<file path="src/common/pmm_pkg.sv">
package pmm_pkg;

  // register byte offsets
  localparam logic [7:0] OFS_CTRL   = 8'h00;
  localparam logic [7:0] OFS_STATUS = 8'h04;
  localparam logic [7:0] OFS_GAINS  = 8'h08;
  localparam logic [7:0] OFS_ADC    = 8'h0c;
  localparam logic [7:0] OFS_SPEED  = 8'h10;

  // control and status bits and reset values
  localparam int         CTRL_CLOSED = 0;
  localparam int         CTRL_BRAKE  = 1;
  localparam int         CTRL_AUTOCLR = 2;
  localparam int         STAT_OVF    = 3;
  localparam logic [2:0] CTRL_RST    = 3'h4;
  localparam logic [31:0] GAINS_RST  = 32'h10000408; // sp_gain kd ki kp

  // sine table geometry, index has 8 fraction bits
  localparam logic [7:0]  STEPS_PER_REV = 8'hc0;
  localparam logic [7:0]  HALF_REV      = 8'h60;
  localparam logic [7:0]  PHASE_V       = 8'h40;
  localparam logic [7:0]  PHASE_W       = 8'h80;
  localparam logic [15:0] IDX_WRAP      = 16'hc000;
  localparam logic [15:0] INC_NUM       = 16'h2000; // 32 steps per sector
  localparam logic [7:0]  MID           = 8'h80;
  localparam logic [17:0] SINE_SCALE    = 18'h00039;

  // bus answers and converter channels
  localparam logic [1:0] RESP_OKAY   = 2'h0;
  localparam logic [1:0] RESP_SLVERR = 2'h2;
  localparam logic       CH_SPEED    = 1'b0;

  typedef enum logic [3:0] {
    ST_WAIT  = 4'h1,
    ST_BLOCK = 4'h2,
    ST_SINE  = 4'h4,
    ST_STOP  = 4'h8
  } drive_state_t;

  typedef struct packed {
    logic        awvalid;
    logic [7:0]  awaddr;
    logic        wvalid;
    logic [31:0] wdata;
    logic [3:0]  wstrb;
    logic        bready;
    logic        arvalid;
    logic [7:0]  araddr;
    logic        rready;
  } axi_req_t;

  typedef struct packed {
    logic        awready;
    logic        wready;
    logic        bvalid;
    logic [1:0]  bresp;
    logic        arready;
    logic        rvalid;
    logic [31:0] rdata;
    logic [1:0]  rresp;
  } axi_rsp_t;

  // bit 0 phase u, bit 1 phase v, bit 2 phase w
  typedef struct packed {
    logic [2:0] hi;
    logic [2:0] lo;
  } gate_t;

  typedef struct packed {
    drive_state_t st;
    logic [1:0]   prime;
    logic [2:0]   hall_s1;
    logic [2:0]   hall_s2;
    logic [2:0]   hall_prev;
    logic         dir_s1;
    logic         dir_s2;
    logic         dir_prev;
    logic [7:0]   div_cnt;
    logic [7:0]   cnt;
    logic         cnt_down;
    logic [15:0]  ticks;
    logic         halted;
    logic         locked;
    logic [3:0]   match;
    logic         actual_rev;
    logic         reverse;
    logic         tacho;
    logic [15:0]  idx;
    logic [15:0]  inc;
    logic [7:0]   cmp_u;
    logic [7:0]   cmp_v;
    logic [7:0]   cmp_w;
    logic [7:0]   amp;
    logic [7:0]   duty;
    gate_t        gate;
    logic         ovf;
    logic         adc_busy;
    logic         adc_start;
    logic         adc_chan;
    logic [7:0]   speed_ref;
    logic [7:0]   current;
    logic [19:0]  integ;
    logic [16:0]  err_prev;
    logic [2:0]   ctrl;
    logic [31:0]  gains;
    logic         aw_have;
    logic         w_have;
    logic [7:0]   aw_addr;
    logic [31:0]  w_data;
    logic [3:0]   w_strb;
    axi_rsp_t     rsp;
  } state_t;

endpackage : pmm_pkg

</file>
<file path="src/hw/pmm_drive_ctrl.sv">
// Added by the designer: the address map and the AXI4-Lite register port.
`timescale 1ns/1ps
module pmm_drive_ctrl #(
  parameter logic [7:0]  PWM_DIV    = 8'h01,
  parameter logic [15:0] HALT_TICKS = 16'h0400,
  parameter logic [3:0]  LOCK_COUNT = 4'h2
) (
  // clock and reset
  input  wire logic        aclk,
  input  wire logic        aresetn,
  // register bus
  input  pmm_pkg::axi_req_t axi_req,
  output pmm_pkg::axi_rsp_t axi_rsp,
  // hall sensors and direction pin
  input  wire logic [2:0]  hall_in,
  input  wire logic        dir_in,
  // gate drivers
  output pmm_pkg::gate_t    gate,
  // status pins
  output logic             reverse_out,
  output logic             tacho_out,
  // converter, same clock
  output logic             adc_start,
  output logic             adc_chan,
  input  wire logic        adc_done,
  input  wire logic [7:0]  adc_data
);
  import pmm_pkg::*;

  state_t r;
  state_t n;

  // sector of a hall code, 7 for an illegal code
  function automatic logic [2:0] hall_sector(input logic [2:0] h);
    case (h)
      3'h1: return 3'h0;
      3'h5: return 3'h1;
      3'h4: return 3'h2;
      3'h6: return 3'h3;
      3'h2: return 3'h4;
      3'h3: return 3'h5;
      default: return 3'h7;
    endcase
  endfunction : hall_sector

  function automatic logic [2:0] sector_step(input logic [2:0] s, input logic back);
    if (back) begin
      return (s == 3'h0) ? 3'h5 : s - 3'h1;
    end
    return (s == 3'h5) ? 3'h0 : s + 3'h1;
  endfunction : sector_step

  // forward pattern {hi, lo}; reverse swaps the halves
  function automatic gate_t block_mask(input logic [2:0] s, input logic rev);
    gate_t g;
    case (s)
      3'h0: g = '{hi: 3'h1, lo: 3'h2};
      3'h1: g = '{hi: 3'h1, lo: 3'h4};
      3'h2: g = '{hi: 3'h2, lo: 3'h4};
      3'h3: g = '{hi: 3'h2, lo: 3'h1};
      3'h4: g = '{hi: 3'h4, lo: 3'h1};
      3'h5: g = '{hi: 3'h4, lo: 3'h2};
      default: g = '{hi: 3'h0, lo: 3'h0};
    endcase
    if (rev) begin
      g = '{hi: g.lo, lo: g.hi};
    end
    return g;
  endfunction : block_mask

  function automatic logic [7:0] wrap_pos(input logic [8:0] p);
    return (p >= 9'(STEPS_PER_REV)) ? 8'(p - 9'(STEPS_PER_REV)) : p[7:0];
  endfunction : wrap_pos

  // parabolic sine, centred on MID and scaled by amp
  function automatic logic [7:0] phase_cmp(input logic [7:0] pos, input logic [7:0] amp);
    logic [7:0]  x;
    logic [17:0] y;
    logic [6:0]  m;
    logic [14:0] p;
    x = (pos >= HALF_REV) ? pos - HALF_REV : pos;
    y = (18'(x) * 18'(HALF_REV - x)) * SINE_SCALE;
    m = (y[17:10] > 8'h7f) ? 7'h7f : y[16:10];
    p = 15'(m) * 15'(amp);
    return (pos < HALF_REV) ? MID + 8'(p[14:8]) : MID - 8'(p[14:8]);
  endfunction : phase_cmp

  function automatic logic [31:0] wmerge(input logic [31:0] old, input logic [31:0] d,
                                         input logic [3:0] strb);
    logic [31:0] o;
    o = old;
    for (int i = 0; i < 4; i++) begin
      if (strb[i]) begin
        o[8*i +: 8] = d[8*i +: 8];
      end
    end
    return o;
  endfunction : wmerge

  function automatic logic [7:0] clamp8(input logic signed [31:0] v);
    if (v < 0) begin
      return 8'h00;
    end
    return (v > 32'sd255) ? 8'hff : v[7:0];
  endfunction : clamp8

  logic               div_en;
  logic               tick_c;
  logic               ovf_c;
  logic               hall_evt;
  logic               dir_evt;
  logic               fwd_step;
  logic               rev_step;
  logic               match_c;
  logic               sw_clr;
  logic               wr_go;
  logic [2:0]         sec_c;
  logic [2:0]         sec_p;
  logic [7:0]         pos_u;
  logic [16:0]        isum;
  logic [15:0]        setp;
  logic signed [16:0] err;
  logic signed [31:0] pid_c;
  logic [31:0]        rd_data;
  logic [1:0]         rd_resp;
  gate_t              bm;

  // next state of the whole block
  always_comb begin
    n         = r;
    n.adc_start = 1'b0;
    sw_clr    = 1'b0;
    isum      = '0;
    pos_u     = r.idx[15:8];
    // synchronisers; first stage feeds only the second
    n.hall_s1 = hall_in;
    n.hall_s2 = r.hall_s1;
    n.dir_s1  = dir_in;
    n.dir_s2  = r.dir_s1;
    if (r.prime != 2'h3) begin
      n.prime     = r.prime + 2'h1;
      n.hall_prev = r.hall_s2;
      n.dir_prev  = r.dir_s2;
    end
    hall_evt = (r.prime == 2'h3) && (r.hall_s2 != r.hall_prev);
    dir_evt  = (r.prime == 2'h3) && (r.dir_s2 != r.dir_prev);

    // centre aligned timer, 510 steps per period
    div_en    = (r.div_cnt == PWM_DIV - 8'h01);
    n.div_cnt = div_en ? 8'h00 : r.div_cnt + 8'h01;
    tick_c    = div_en && r.cnt_down && (r.cnt == 8'h00);
    ovf_c     = div_en && !r.cnt_down && (r.cnt == 8'hff);
    if (div_en) begin
      if (r.cnt_down) begin
        n.cnt_down = (r.cnt != 8'h00);
        n.cnt      = (r.cnt == 8'h00) ? 8'h01 : r.cnt - 8'h01;
      end else begin
        n.cnt_down = (r.cnt == 8'hff);
        n.cnt      = (r.cnt == 8'hff) ? 8'hfe : r.cnt + 8'h01;
      end
    end

    // per period handler: halt check, index advance, compares
    if (tick_c) begin
      if (r.ticks != 16'hffff) begin
        n.ticks = r.ticks + 16'h0001;
      end
      if ((r.ticks >= HALT_TICKS) && !r.halted) begin
        n.halted  = 1'b1;
        n.locked  = 1'b0;
        n.reverse = 1'b1;
      end
      if (r.actual_rev) begin
        n.idx = (r.idx >= r.inc) ? r.idx - r.inc : r.idx + (IDX_WRAP - r.inc);
      end else begin
        isum  = {1'b0, r.idx} + {1'b0, r.inc};
        n.idx = (isum >= {1'b0, IDX_WRAP}) ? 16'(isum - {1'b0, IDX_WRAP}) : isum[15:0];
      end
      n.cmp_u = phase_cmp(pos_u, r.amp);
      n.cmp_v = phase_cmp(wrap_pos(9'(pos_u) + 9'(PHASE_V)), r.amp);
      n.cmp_w = phase_cmp(wrap_pos(9'(pos_u) + 9'(PHASE_W)), r.amp);
    end

    // hall edge handler; it wins over a halt in the same cycle
    sec_c    = hall_sector(r.hall_s2);
    sec_p    = hall_sector(r.hall_prev);
    fwd_step = (sec_p != 3'h7) && (sec_c == sector_step(sec_p, 1'b0));
    rev_step = (sec_p != 3'h7) && (sec_c == sector_step(sec_p, 1'b1));
    match_c  = r.dir_prev ? rev_step : fwd_step;
    if (hall_evt) begin
      n.hall_prev = r.hall_s2;
      n.halted    = 1'b0;
      n.tacho     = ~r.tacho;
      n.reverse   = !match_c;
      if (fwd_step || rev_step) begin
        n.actual_rev = rev_step;
      end
      n.match  = !match_c ? 4'h0 : (r.match == 4'hf) ? r.match : r.match + 4'h1;
      n.locked = match_c && (n.match >= LOCK_COUNT);
      if (sec_c != 3'h7) begin
        n.idx = {sec_c, 5'h00, 8'h00};
      end
      n.inc   = INC_NUM / ((r.ticks == 16'h0000) ? 16'h0001 : r.ticks);
      n.ticks = 16'h0000;
    end

    // drive sequencing
    case (r.st)
      ST_WAIT: begin
        if (r.locked) begin
          n.st = ST_SINE;
        end else if (r.halted) begin
          n.st = ST_BLOCK;
        end
      end
      ST_BLOCK: begin
        if (r.locked) begin
          n.st = ST_SINE;
        end
      end
      ST_SINE: begin
        if (r.halted) begin
          n.st = ST_BLOCK;
        end
      end
      ST_STOP: begin
        if (r.locked) begin
          n.st = ST_SINE;
        end else if (r.halted) begin
          n.st = ST_BLOCK;
        end
      end
      default: n.st = ST_WAIT;
    endcase

    // direction request overrides lock and halt of this cycle
    if (dir_evt) begin
      n.dir_prev = r.dir_s2;
      n.locked   = 1'b0;
      n.halted   = 1'b0;
      n.match    = 4'h0;
      n.st       = ST_STOP;
    end

    // gate outputs; dead time is left to the driver stage
    bm = block_mask(sec_p, r.dir_prev);
    case (r.st)
      ST_SINE: begin
        n.gate.hi = {r.cnt < r.cmp_w, r.cnt < r.cmp_v, r.cnt < r.cmp_u};
        n.gate.lo = ~n.gate.hi;
      end
      ST_BLOCK: begin
        n.gate.hi = bm.hi & {3{r.cnt < r.duty}};
        n.gate.lo = bm.lo & {3{r.cnt < r.duty}};
      end
      ST_STOP: begin
        n.gate.hi = 3'h0;
        n.gate.lo = r.ctrl[CTRL_BRAKE] ? 3'h7 : 3'h0;
      end
      default: begin
        n.gate.hi = 3'h0;
        n.gate.lo = 3'h0;
      end
    endcase

    // converter sequencing on timer overflow
    if (ovf_c && !r.ovf && !r.adc_busy) begin
      n.adc_start = 1'b1;
      n.adc_busy  = 1'b1;
    end
    setp  = 16'(adc_data) * 16'(r.gains[31:24]);
    err   = $signed({1'b0, setp}) - $signed({1'b0, r.inc});
    pid_c = (32'(err) * 32'($signed({1'b0, r.gains[7:0]}))
           + 32'($signed(r.integ)) * 32'($signed({1'b0, r.gains[15:8]}))
           + 32'(err - $signed(r.err_prev)) * 32'($signed({1'b0, r.gains[23:16]}))) >>> 8;
    if (adc_done) begin
      n.adc_busy = 1'b0;
      n.adc_chan = ~r.adc_chan;
      if (r.adc_chan == CH_SPEED) begin
        n.speed_ref = adc_data;
        n.duty      = adc_data;
        if (r.ctrl[CTRL_CLOSED]) begin
          n.amp      = clamp8(32'($signed({1'b0, adc_data})) + pid_c);
          n.integ    = r.integ + 20'(err);
          n.err_prev = err;
        end else begin
          n.amp = adc_data;
        end
      end else begin
        n.current = adc_data;
      end
    end

    // register writes, taken once address and data are both held
    if (axi_req.awvalid && r.rsp.awready) begin
      n.aw_have = 1'b1;
      n.aw_addr = axi_req.awaddr;
    end
    if (axi_req.wvalid && r.rsp.wready) begin
      n.w_have = 1'b1;
      n.w_data = axi_req.wdata;
      n.w_strb = axi_req.wstrb;
    end
    if (r.rsp.bvalid && axi_req.bready) begin
      n.rsp.bvalid = 1'b0;
    end
    wr_go = r.aw_have && r.w_have && !r.rsp.bvalid;
    if (wr_go) begin
      n.aw_have    = 1'b0;
      n.w_have     = 1'b0;
      n.rsp.bvalid = 1'b1;
      n.rsp.bresp  = RESP_OKAY;
      case (r.aw_addr)
        OFS_CTRL:   n.ctrl  = 3'(wmerge({29'h0, r.ctrl}, r.w_data, r.w_strb));
        OFS_STATUS: sw_clr  = r.w_strb[0] && r.w_data[STAT_OVF];
        OFS_GAINS:  n.gains = wmerge(r.gains, r.w_data, r.w_strb);
        OFS_ADC, OFS_SPEED: n.rsp.bresp = RESP_OKAY;
        default:    n.rsp.bresp = RESP_SLVERR;
      endcase
    end
    // overflow flag: a new overflow wins over any clear
    n.ovf = ovf_c || (r.ovf && !(sw_clr || (adc_done && r.ctrl[CTRL_AUTOCLR])));
    n.rsp.awready = !n.aw_have && !n.rsp.bvalid;
    n.rsp.wready  = !n.w_have && !n.rsp.bvalid;

    // register reads
    rd_resp = RESP_OKAY;
    case (axi_req.araddr)
      OFS_CTRL:   rd_data = {29'h0, r.ctrl};
      OFS_STATUS: rd_data = {20'h0, 4'(r.st), 3'h0, r.actual_rev, r.ovf,
                             r.reverse, r.locked, r.halted};
      OFS_GAINS:  rd_data = r.gains;
      OFS_ADC:    rd_data = {8'h00, r.amp, r.current, r.speed_ref};
      OFS_SPEED:  rd_data = {16'h0000, r.inc};
      default: begin
        rd_data = 32'h0;
        rd_resp = RESP_SLVERR;
      end
    endcase
    if (r.rsp.rvalid && axi_req.rready) begin
      n.rsp.rvalid = 1'b0;
    end
    if (axi_req.arvalid && r.rsp.arready) begin
      n.rsp.rvalid = 1'b1;
      n.rsp.rdata  = rd_data;
      n.rsp.rresp  = rd_resp;
    end
    n.rsp.arready = !n.rsp.rvalid;
  end

  // one register for all state; reset loads constants only
  always_ff @(posedge aclk) begin
    if (!aresetn) begin
      r         <= '0;
      r.st      <= ST_WAIT;
      r.ctrl    <= CTRL_RST;
      r.gains   <= GAINS_RST;
      r.reverse <= 1'b1;
    end else begin
      r <= n;
    end
  end

  // outputs straight from the state register
  assign axi_rsp     = r.rsp;
  assign gate        = r.gate;
  assign reverse_out = r.reverse;
  assign tacho_out   = r.tacho;
  assign adc_start   = r.adc_start;
  assign adc_chan    = r.adc_chan;
endmodule : pmm_drive_ctrl

</file>
<file path="config.mk">
export PLATFORM = sky130hd
export DESIGN_NAME = pmm_drive_ctrl
export DESIGN_NICKNAME = d
export VERILOG_FILES = /design/src/common/pmm_pkg.sv /design/src/hw/pmm_drive_ctrl.sv
export SDC_FILE = /design/constraint.sdc
export NUM_CORES = 2
export LEC_CHECK = 0
export BUFFER_PORTS_ARGS = -buffer_cell sky130_fd_sc_hd__buf_4
export CORE_UTILIZATION = 35
export CTS_CLUSTER_DIAMETER = 200
export DETAILED_ROUTE_END_ITERATION = 6
export GPL_TIMING_DRIVEN = 0
export SKIP_CTS_REPAIR_TIMING = 1
export SLEW_MARGIN = 5
export SYNTH_ARGS = -nofsm -noshare
export SYNTH_HDL_FRONTEND = slang
export SYNTH_SLANG_ARGS = --single-unit
</file>
<file path="constraint.sdc">
create_clock -name aclk -period 29.1 [get_ports aclk]
set_clock_uncertainty 0.05 [all_clocks]
set_input_delay 1.455 -clock aclk [delete_from_list [all_inputs] [get_ports aclk]]
set_output_delay 1.455 -clock aclk [all_outputs]
set_load 0.005 [all_outputs]
</file>
Word-level counts from Yosys, hierarchy flattened
Index checks and enable logic that the tools add are counted.
Word-level totals
  bits in registers: 309
  input bits: 72
  output and inout port bits: 51
Operators by class
  add/sub/neg operators: 35
  multiply operators: 13
  divide/modulo/power cells: 1
  $lt $le $gt $ge: 21
  eq/ne operators: 42
  mux-type cells: 67
  bitwise logic cells: 6
  reductions and logical operators: 69
Operators with widths (count)
  $pmux 32 s5: 1
  $mux 8: 14
  $mux 16: 6
  $mul 18x6->18 const B: 3
  $mul 9x9->18: 3
  $mul 7x8->15: 3
  $mux 40: 1
  $pmux 3 s6: 2
  $pmux 6 s6: 1
  $mux 35: 1
  $eq 8x4->1 const B: 4
  $logic_not 8->1: 4
  $lt 8x8->1: 4
  $add 30x27->31: 1
  $add 26x29->30: 1
  $mul 20x9->29: 1
  $mul 18x9->27: 1
  $sub 7x8->9 const A: 3
  $mul 17x9->26: 1
  $add 8x7->8 const A: 3
  $add 9x23->24: 1
  $eq 3x3->1 const B: 8
  $ge 8x7->1 const B: 3
  $gt 24x9->1 const B: 1
  other kinds (70): 183

Logic depth before layout (Yosys ltp)
  depth after elaboration: 13
  mapped depth: 144
  depth with buffers taken out: 134

Worst setup path before layout
No wires, ideal clock.
  path type: reg-to-reg
  from: register r[278] in the netlist's numbering
  to: register r[225] in the netlist's numbering
  arrival: 26.693 ns
  required time: 28.934 ns
  path slack: 2.241 ns
  stages on the path, launching flop included: 130
  buffers on the path: 11
  cells stage by stage: dfxtp_1 -> nor4_4 -> and4_4 -> nand2_1 -> nor3_1 -> nand2_1 -> nor2_1 -> nand2_1 -> nand2_1 -> ha_1 -> o22ai_1 -> and2_1 -> ha_1 -> a21boi_0 -> nor2_1 -> or3_1 -> ha_1 -> a31oi_1 -> [... 94 more ...] -> o311a_1 -> a21oi_1 -> nand4_1 -> nand2_1 -> a31o_2 -> clkbuf_1 -> clkbuf_1 -> mux2_2 -> ha_1 -> a21o_1 -> a21o_1 -> a21oi_1 -> o21ai_0 -> a31o_2 -> a221o_1 -> a21oi_1 -> o211ai_1 -> o211a_1
On the way
  cells in the longest elaborated chain, start to end: 3
RTL lines
  start: declaration: RTL line pmm_drive_ctrl.sv:30  | state_t r;
  start signal: assignment: RTL line pmm_drive_ctrl.sv:360  | r <= n;
  $logic_not 16->1: RTL line pmm_drive_ctrl.sv:203  | n.inc = INC_NUM / ((r.ticks == 16'h0000) ? 16'h0001 : r.ticks);
  $mux 16 (*): RTL line pmm_drive_ctrl.sv:203
  $div 14x16->16 (*): RTL line pmm_drive_ctrl.sv:203
Mark *: on every way between the ends. The rest lies on a longest branch, timed or not.
A chain may end at the register's enable or synchronous reset.

Final worst setup path
  from: register r[279] in the netlist's numbering
  to: register r[225] in the netlist's numbering
Same word-level chain as after synthesis.

==> impl_metrics.xml <==
<?xml version="1.0" encoding="UTF-8"?>
<metrics>
  <group name="run_status">
    <metric name="run_status" unit="">finished, final reports clean</metric>
  </group>
  <group name="die">
    <metric name="die_height" unit="microns">414</metric>
    <metric name="io-pin-count" unit="">123</metric>
    <metric name="placeableCoreArea" unit="sq um">168000</metric>
    <metric name="design.die.area" unit="sq um">171000</metric>
    <metric name="initial_core_util" unit="%">35.4</metric>
    <metric name="std_cell_rows" unit="">150</metric>
    <metric name="die_width" unit="microns">414</metric>
  </group>
  <group name="global_route">
    <metric name="gr-total-overflow" unit="">0</metric>
    <metric name="via_count_of_the_first_global_routing_pass" unit="">49489</metric>
    <metric name="grt_pass1_wl" unit="mm">276</metric>
    <metric name="grt_usage" unit="%">20.4</metric>
    <metric name="pin_count_of_the_biggest_net_entering_global_routing" unit="">18</metric>
    <metric name="antenna_found_initial" unit="">6</metric>
  </group>
  <group name="detailed_routing">
    <metric name="route.detailed.wl_per_inst" unit="microns">18.3</metric>
    <metric name="drt.antenna.violating_nets" unit="">0</metric>
    <metric name="drt_drc_violations_left" unit="">0</metric>
    <metric name="first_iter_violations" unit="">3321</metric>
    <metric name="detailed_router_iteration_count_before_antenna_repair" unit="">6</metric>
    <metric name="route.vias.total" unit="">49608</metric>
    <metric name="route.final.wire_length" unit="mm">175</metric>
    <metric name="via_per_inst" unit="">5.17</metric>
  </group>
  <group name="synthesis">
    <metric name="synth_top_family_by_area" unit="">adder cells</metric>
    <metric name="synth_async_sr_flop_share" unit="%">0</metric>
    <metric name="netlist_top_cells_count" unit="">inv_1 (1169), nand2_1 (903), fa_1 (797)</metric>
    <metric name="postSynthCellCount" unit="">7171</metric>
    <metric name="mapped_area" unit="sq um">59300</metric>
    <metric name="postSynth.topFlopCell" unit="">dfxtp_1</metric>
    <metric name="yosys.area_share.simple" unit="%">17.5</metric>
    <metric name="seq_cells_post_synth" unit="">307</metric>
    <metric name="post_synthesis_share_of_cell_area_spent_on_xor_and_xnor_gates" unit="%">4.97</metric>
    <metric name="post-synth-top-area-cell" unit="">fa_1</metric>
    <metric name="synthesis.yosys.warnings" unit="">0</metric>
    <metric name="synthesis.area_per_instance" unit="sq um">8.27</metric>
    <metric name="synth.top_cell.area_share" unit="%">26.9</metric>
    <metric name="most_used_standard_cell_by_instance_count_after_synthesis" unit="">inv_1</metric>
    <metric name="synth_enable_flop_cells" unit="">0</metric>
    <metric name="synth_seq_area_share" unit="%">10.4</metric>
    <metric name="synth.top_cells.by_area" unit="">fa_1 (27%), ha_1 (16%), dfxtp_1 (10%)</metric>
    <metric name="synth_compound_area_share" unit="%">12.7</metric>
    <metric name="synth_cell_type_count" unit="">90</metric>
    <metric name="synth.area.mux_share" unit="%">2.00</metric>
    <metric name="synth_fa_ha_area_share" unit="%">42.8</metric>
  </group>
  <group name="placement">
    <metric name="placedCellCount" unit="">9495</metric>
    <metric name="io_buf_count" unit="">118</metric>
    <metric name="placedInstanceArea" unit="sq um">62900</metric>
    <metric name="gpl.final_weighted_congestion" unit="">0.932</metric>
    <metric name="hpwlAfterDp" unit="mm">145</metric>
  </group>
  <group name="sta">
    <metric name="max-slew-margin-rel" unit="%">1.70</metric>
    <metric name="final.min_clock_period" unit="ns">27.97</metric>
    <metric name="timing_worst_slew_pin_value" unit="ns">1.46</metric>
    <metric name="final_hold_viol_count" unit="">0</metric>
    <metric name="fmax" unit="MHz">35.8</metric>
    <metric name="timing.final.max_slew_violations" unit="">0</metric>
    <metric name="setup_viol" unit="">0</metric>
    <metric name="period_share" unit="%">96.1</metric>
    <metric name="fin_worst_hold_slack" unit="ns">0.387</metric>
  </group>
  <group name="cells_and_area">
    <metric name="fill_cells" unit="">17184</metric>
    <metric name="layout.cell_area.non_filler" unit="sq um">64800</metric>
    <metric name="multiInputGateArea" unit="sq um">47700</metric>
    <metric name="seqCellArea" unit="sq um">6150</metric>
    <metric name="area_growth_syn_to_layout" unit="%">9.29</metric>
    <metric name="finish.net_count" unit="">8984</metric>
    <metric name="final-instance-count-excl-fill" unit="">9593</metric>
    <metric name="layout.core_utilization" unit="%">38.7</metric>
    <metric name="drive_above_1_share" unit="%">6.09</metric>
  </group>
  <group name="clock_network">
    <metric name="tritoncts_num_sinks" unit="">307</metric>
    <metric name="cts_root_buf" unit="">clkbuf_16</metric>
    <metric name="cts-htree-levels" unit="">2</metric>
    <metric name="clock_latency" unit="ns">0.57</metric>
    <metric name="number_of_buffers_on_the_longest_clock_path" unit="">3</metric>
    <metric name="tritoncts" unit="">yes</metric>
    <metric name="worst_setup_hold_path_clk_slew" unit="ns">0.07</metric>
    <metric name="cts-buffers-inserted" unit="">35</metric>
  </group>
  <group name="critical_path">
    <metric name="most_frequent_cell_on_the_critical_path" unit="">ha_1</metric>
    <metric name="maximum_fanout_count_along_the_critical_path" unit="">10</metric>
    <metric name="arrival" unit="ns">28.37</metric>
    <metric name="path_class" unit="">reg2reg</metric>
    <metric name="cp_slowest_cell" unit="">or4_1</metric>
    <metric name="slowest_delay" unit="ns">0.50</metric>
    <metric name="critPathRequiredTime" unit="ns">29.50</metric>
    <metric name="crit_path_start_kind" unit="">register</metric>
    <metric name="critPathCaptureType" unit="">register</metric>
  </group>
  <group name="worst_hold_path">
    <metric name="worstHoldPathType" unit="">reg2reg</metric>
  </group>
  <group name="flow_run">
    <metric name="cap_viol_max_count" unit="">0</metric>
  </group>
</metrics>
## worst max-delay path, delay by kind of cell, from the launching register on
kind / cells / cell delay, ns
multiplexers: 8 / 2.86
AO/OA/AOI/OAI: 63 / 11.47
AND/OR/NAND/NOR: 34 / 6.36
adder cells (fa/ha/maj): 15 / 4.46
flip-flops: 1 / 0.37
buffers and inverters: 13 / 2.28
## metrics by stage
| step | worst slack [ns] | setup TNS, ns |
|---|---|---|
| floorplan | 2.24 | 0 |
| global placement | -4.79 | -7.80 |
| detailed placement | -5.03 | -8.25 |
| CTS | -5.18 | -8.55 |
| global route | -0.337 | -0.337 |
| finish | 1.13 | 0 |
## final timing paths
path | from | end | slack, ns | cells past startpoint
setup / recovery | r[279] | r[225] | 1.13 | 133
hold / removal | n[306] | r[306] | 0.39 | 1
setup reg to reg | r[279] | r[225] | 1.13 | 133
hold reg to reg | n[306] | r[306] | 0.39 | 1
## cells by family (layout without fill, tap and decap cells)
kind of cell    after synthesis  in the layout
compound gates             1185           1185
xor+xnor                    330            330
fa+ha+maj                  1548           1548
buf+inv                    1484           1699
flops                       307            307
mux                         107            107
other cells                   1              4
simple gates               2209           2209
## state kept, by name, indices dropped and copies added (netlist names)
signal and count:
axi_rsp 39, tacho_out 1, r 246, adc_start 1, n 4, pos_u 8, reverse_out 1, gate 6
adc_chan 1
## layer usage
metal  global-route usage, %  vias to the layer above  share of wire (%)
met4                    6.37                        4                3.5
met5                       0                        -              0.013
met3                    2.06                      220                5.7
met1                    28.1                    24420                 45
met2                    33.6                     1432                 46
li1                        -                    23532                  -
## cell usage in the layout (no fill, tap or decap), types with 98 or more instances in the layout
master / count
xnor2_1: 225
ha_1: 750
nor2_1: 440
clkbuf_1: 233
dfxtp_1: 307
fa_1: 797
buf_4: 208
o21ai_0: 189
inv_1: 1168
nand2b_1: 112
and2_1: 292
xor2_1: 98
a21oi_1: 425
nand2_1: 897
## layout make-up
| type | count | share of cell area, % |
|---|---|---|
| Timing Repair Buffer | 157 | 1.82 |
| Multi-Input combinational cell | 5382 | 73.7 |
| Sequential cell | 307 | 9.49 |
| Tap cell | 2204 | 4.26 |
| Buffer | 306 | 2.15 |
| Antenna cell | 1 | 0.00386 |
| Clock buffer | 53 | 1.60 |
| Clock inverter | 8 | 0.211 |
| Inverter | 1175 | 6.82 |
Power is not shown: default switching activity piles up to over one toggle a cycle in this logic, so the estimate is an artifact.
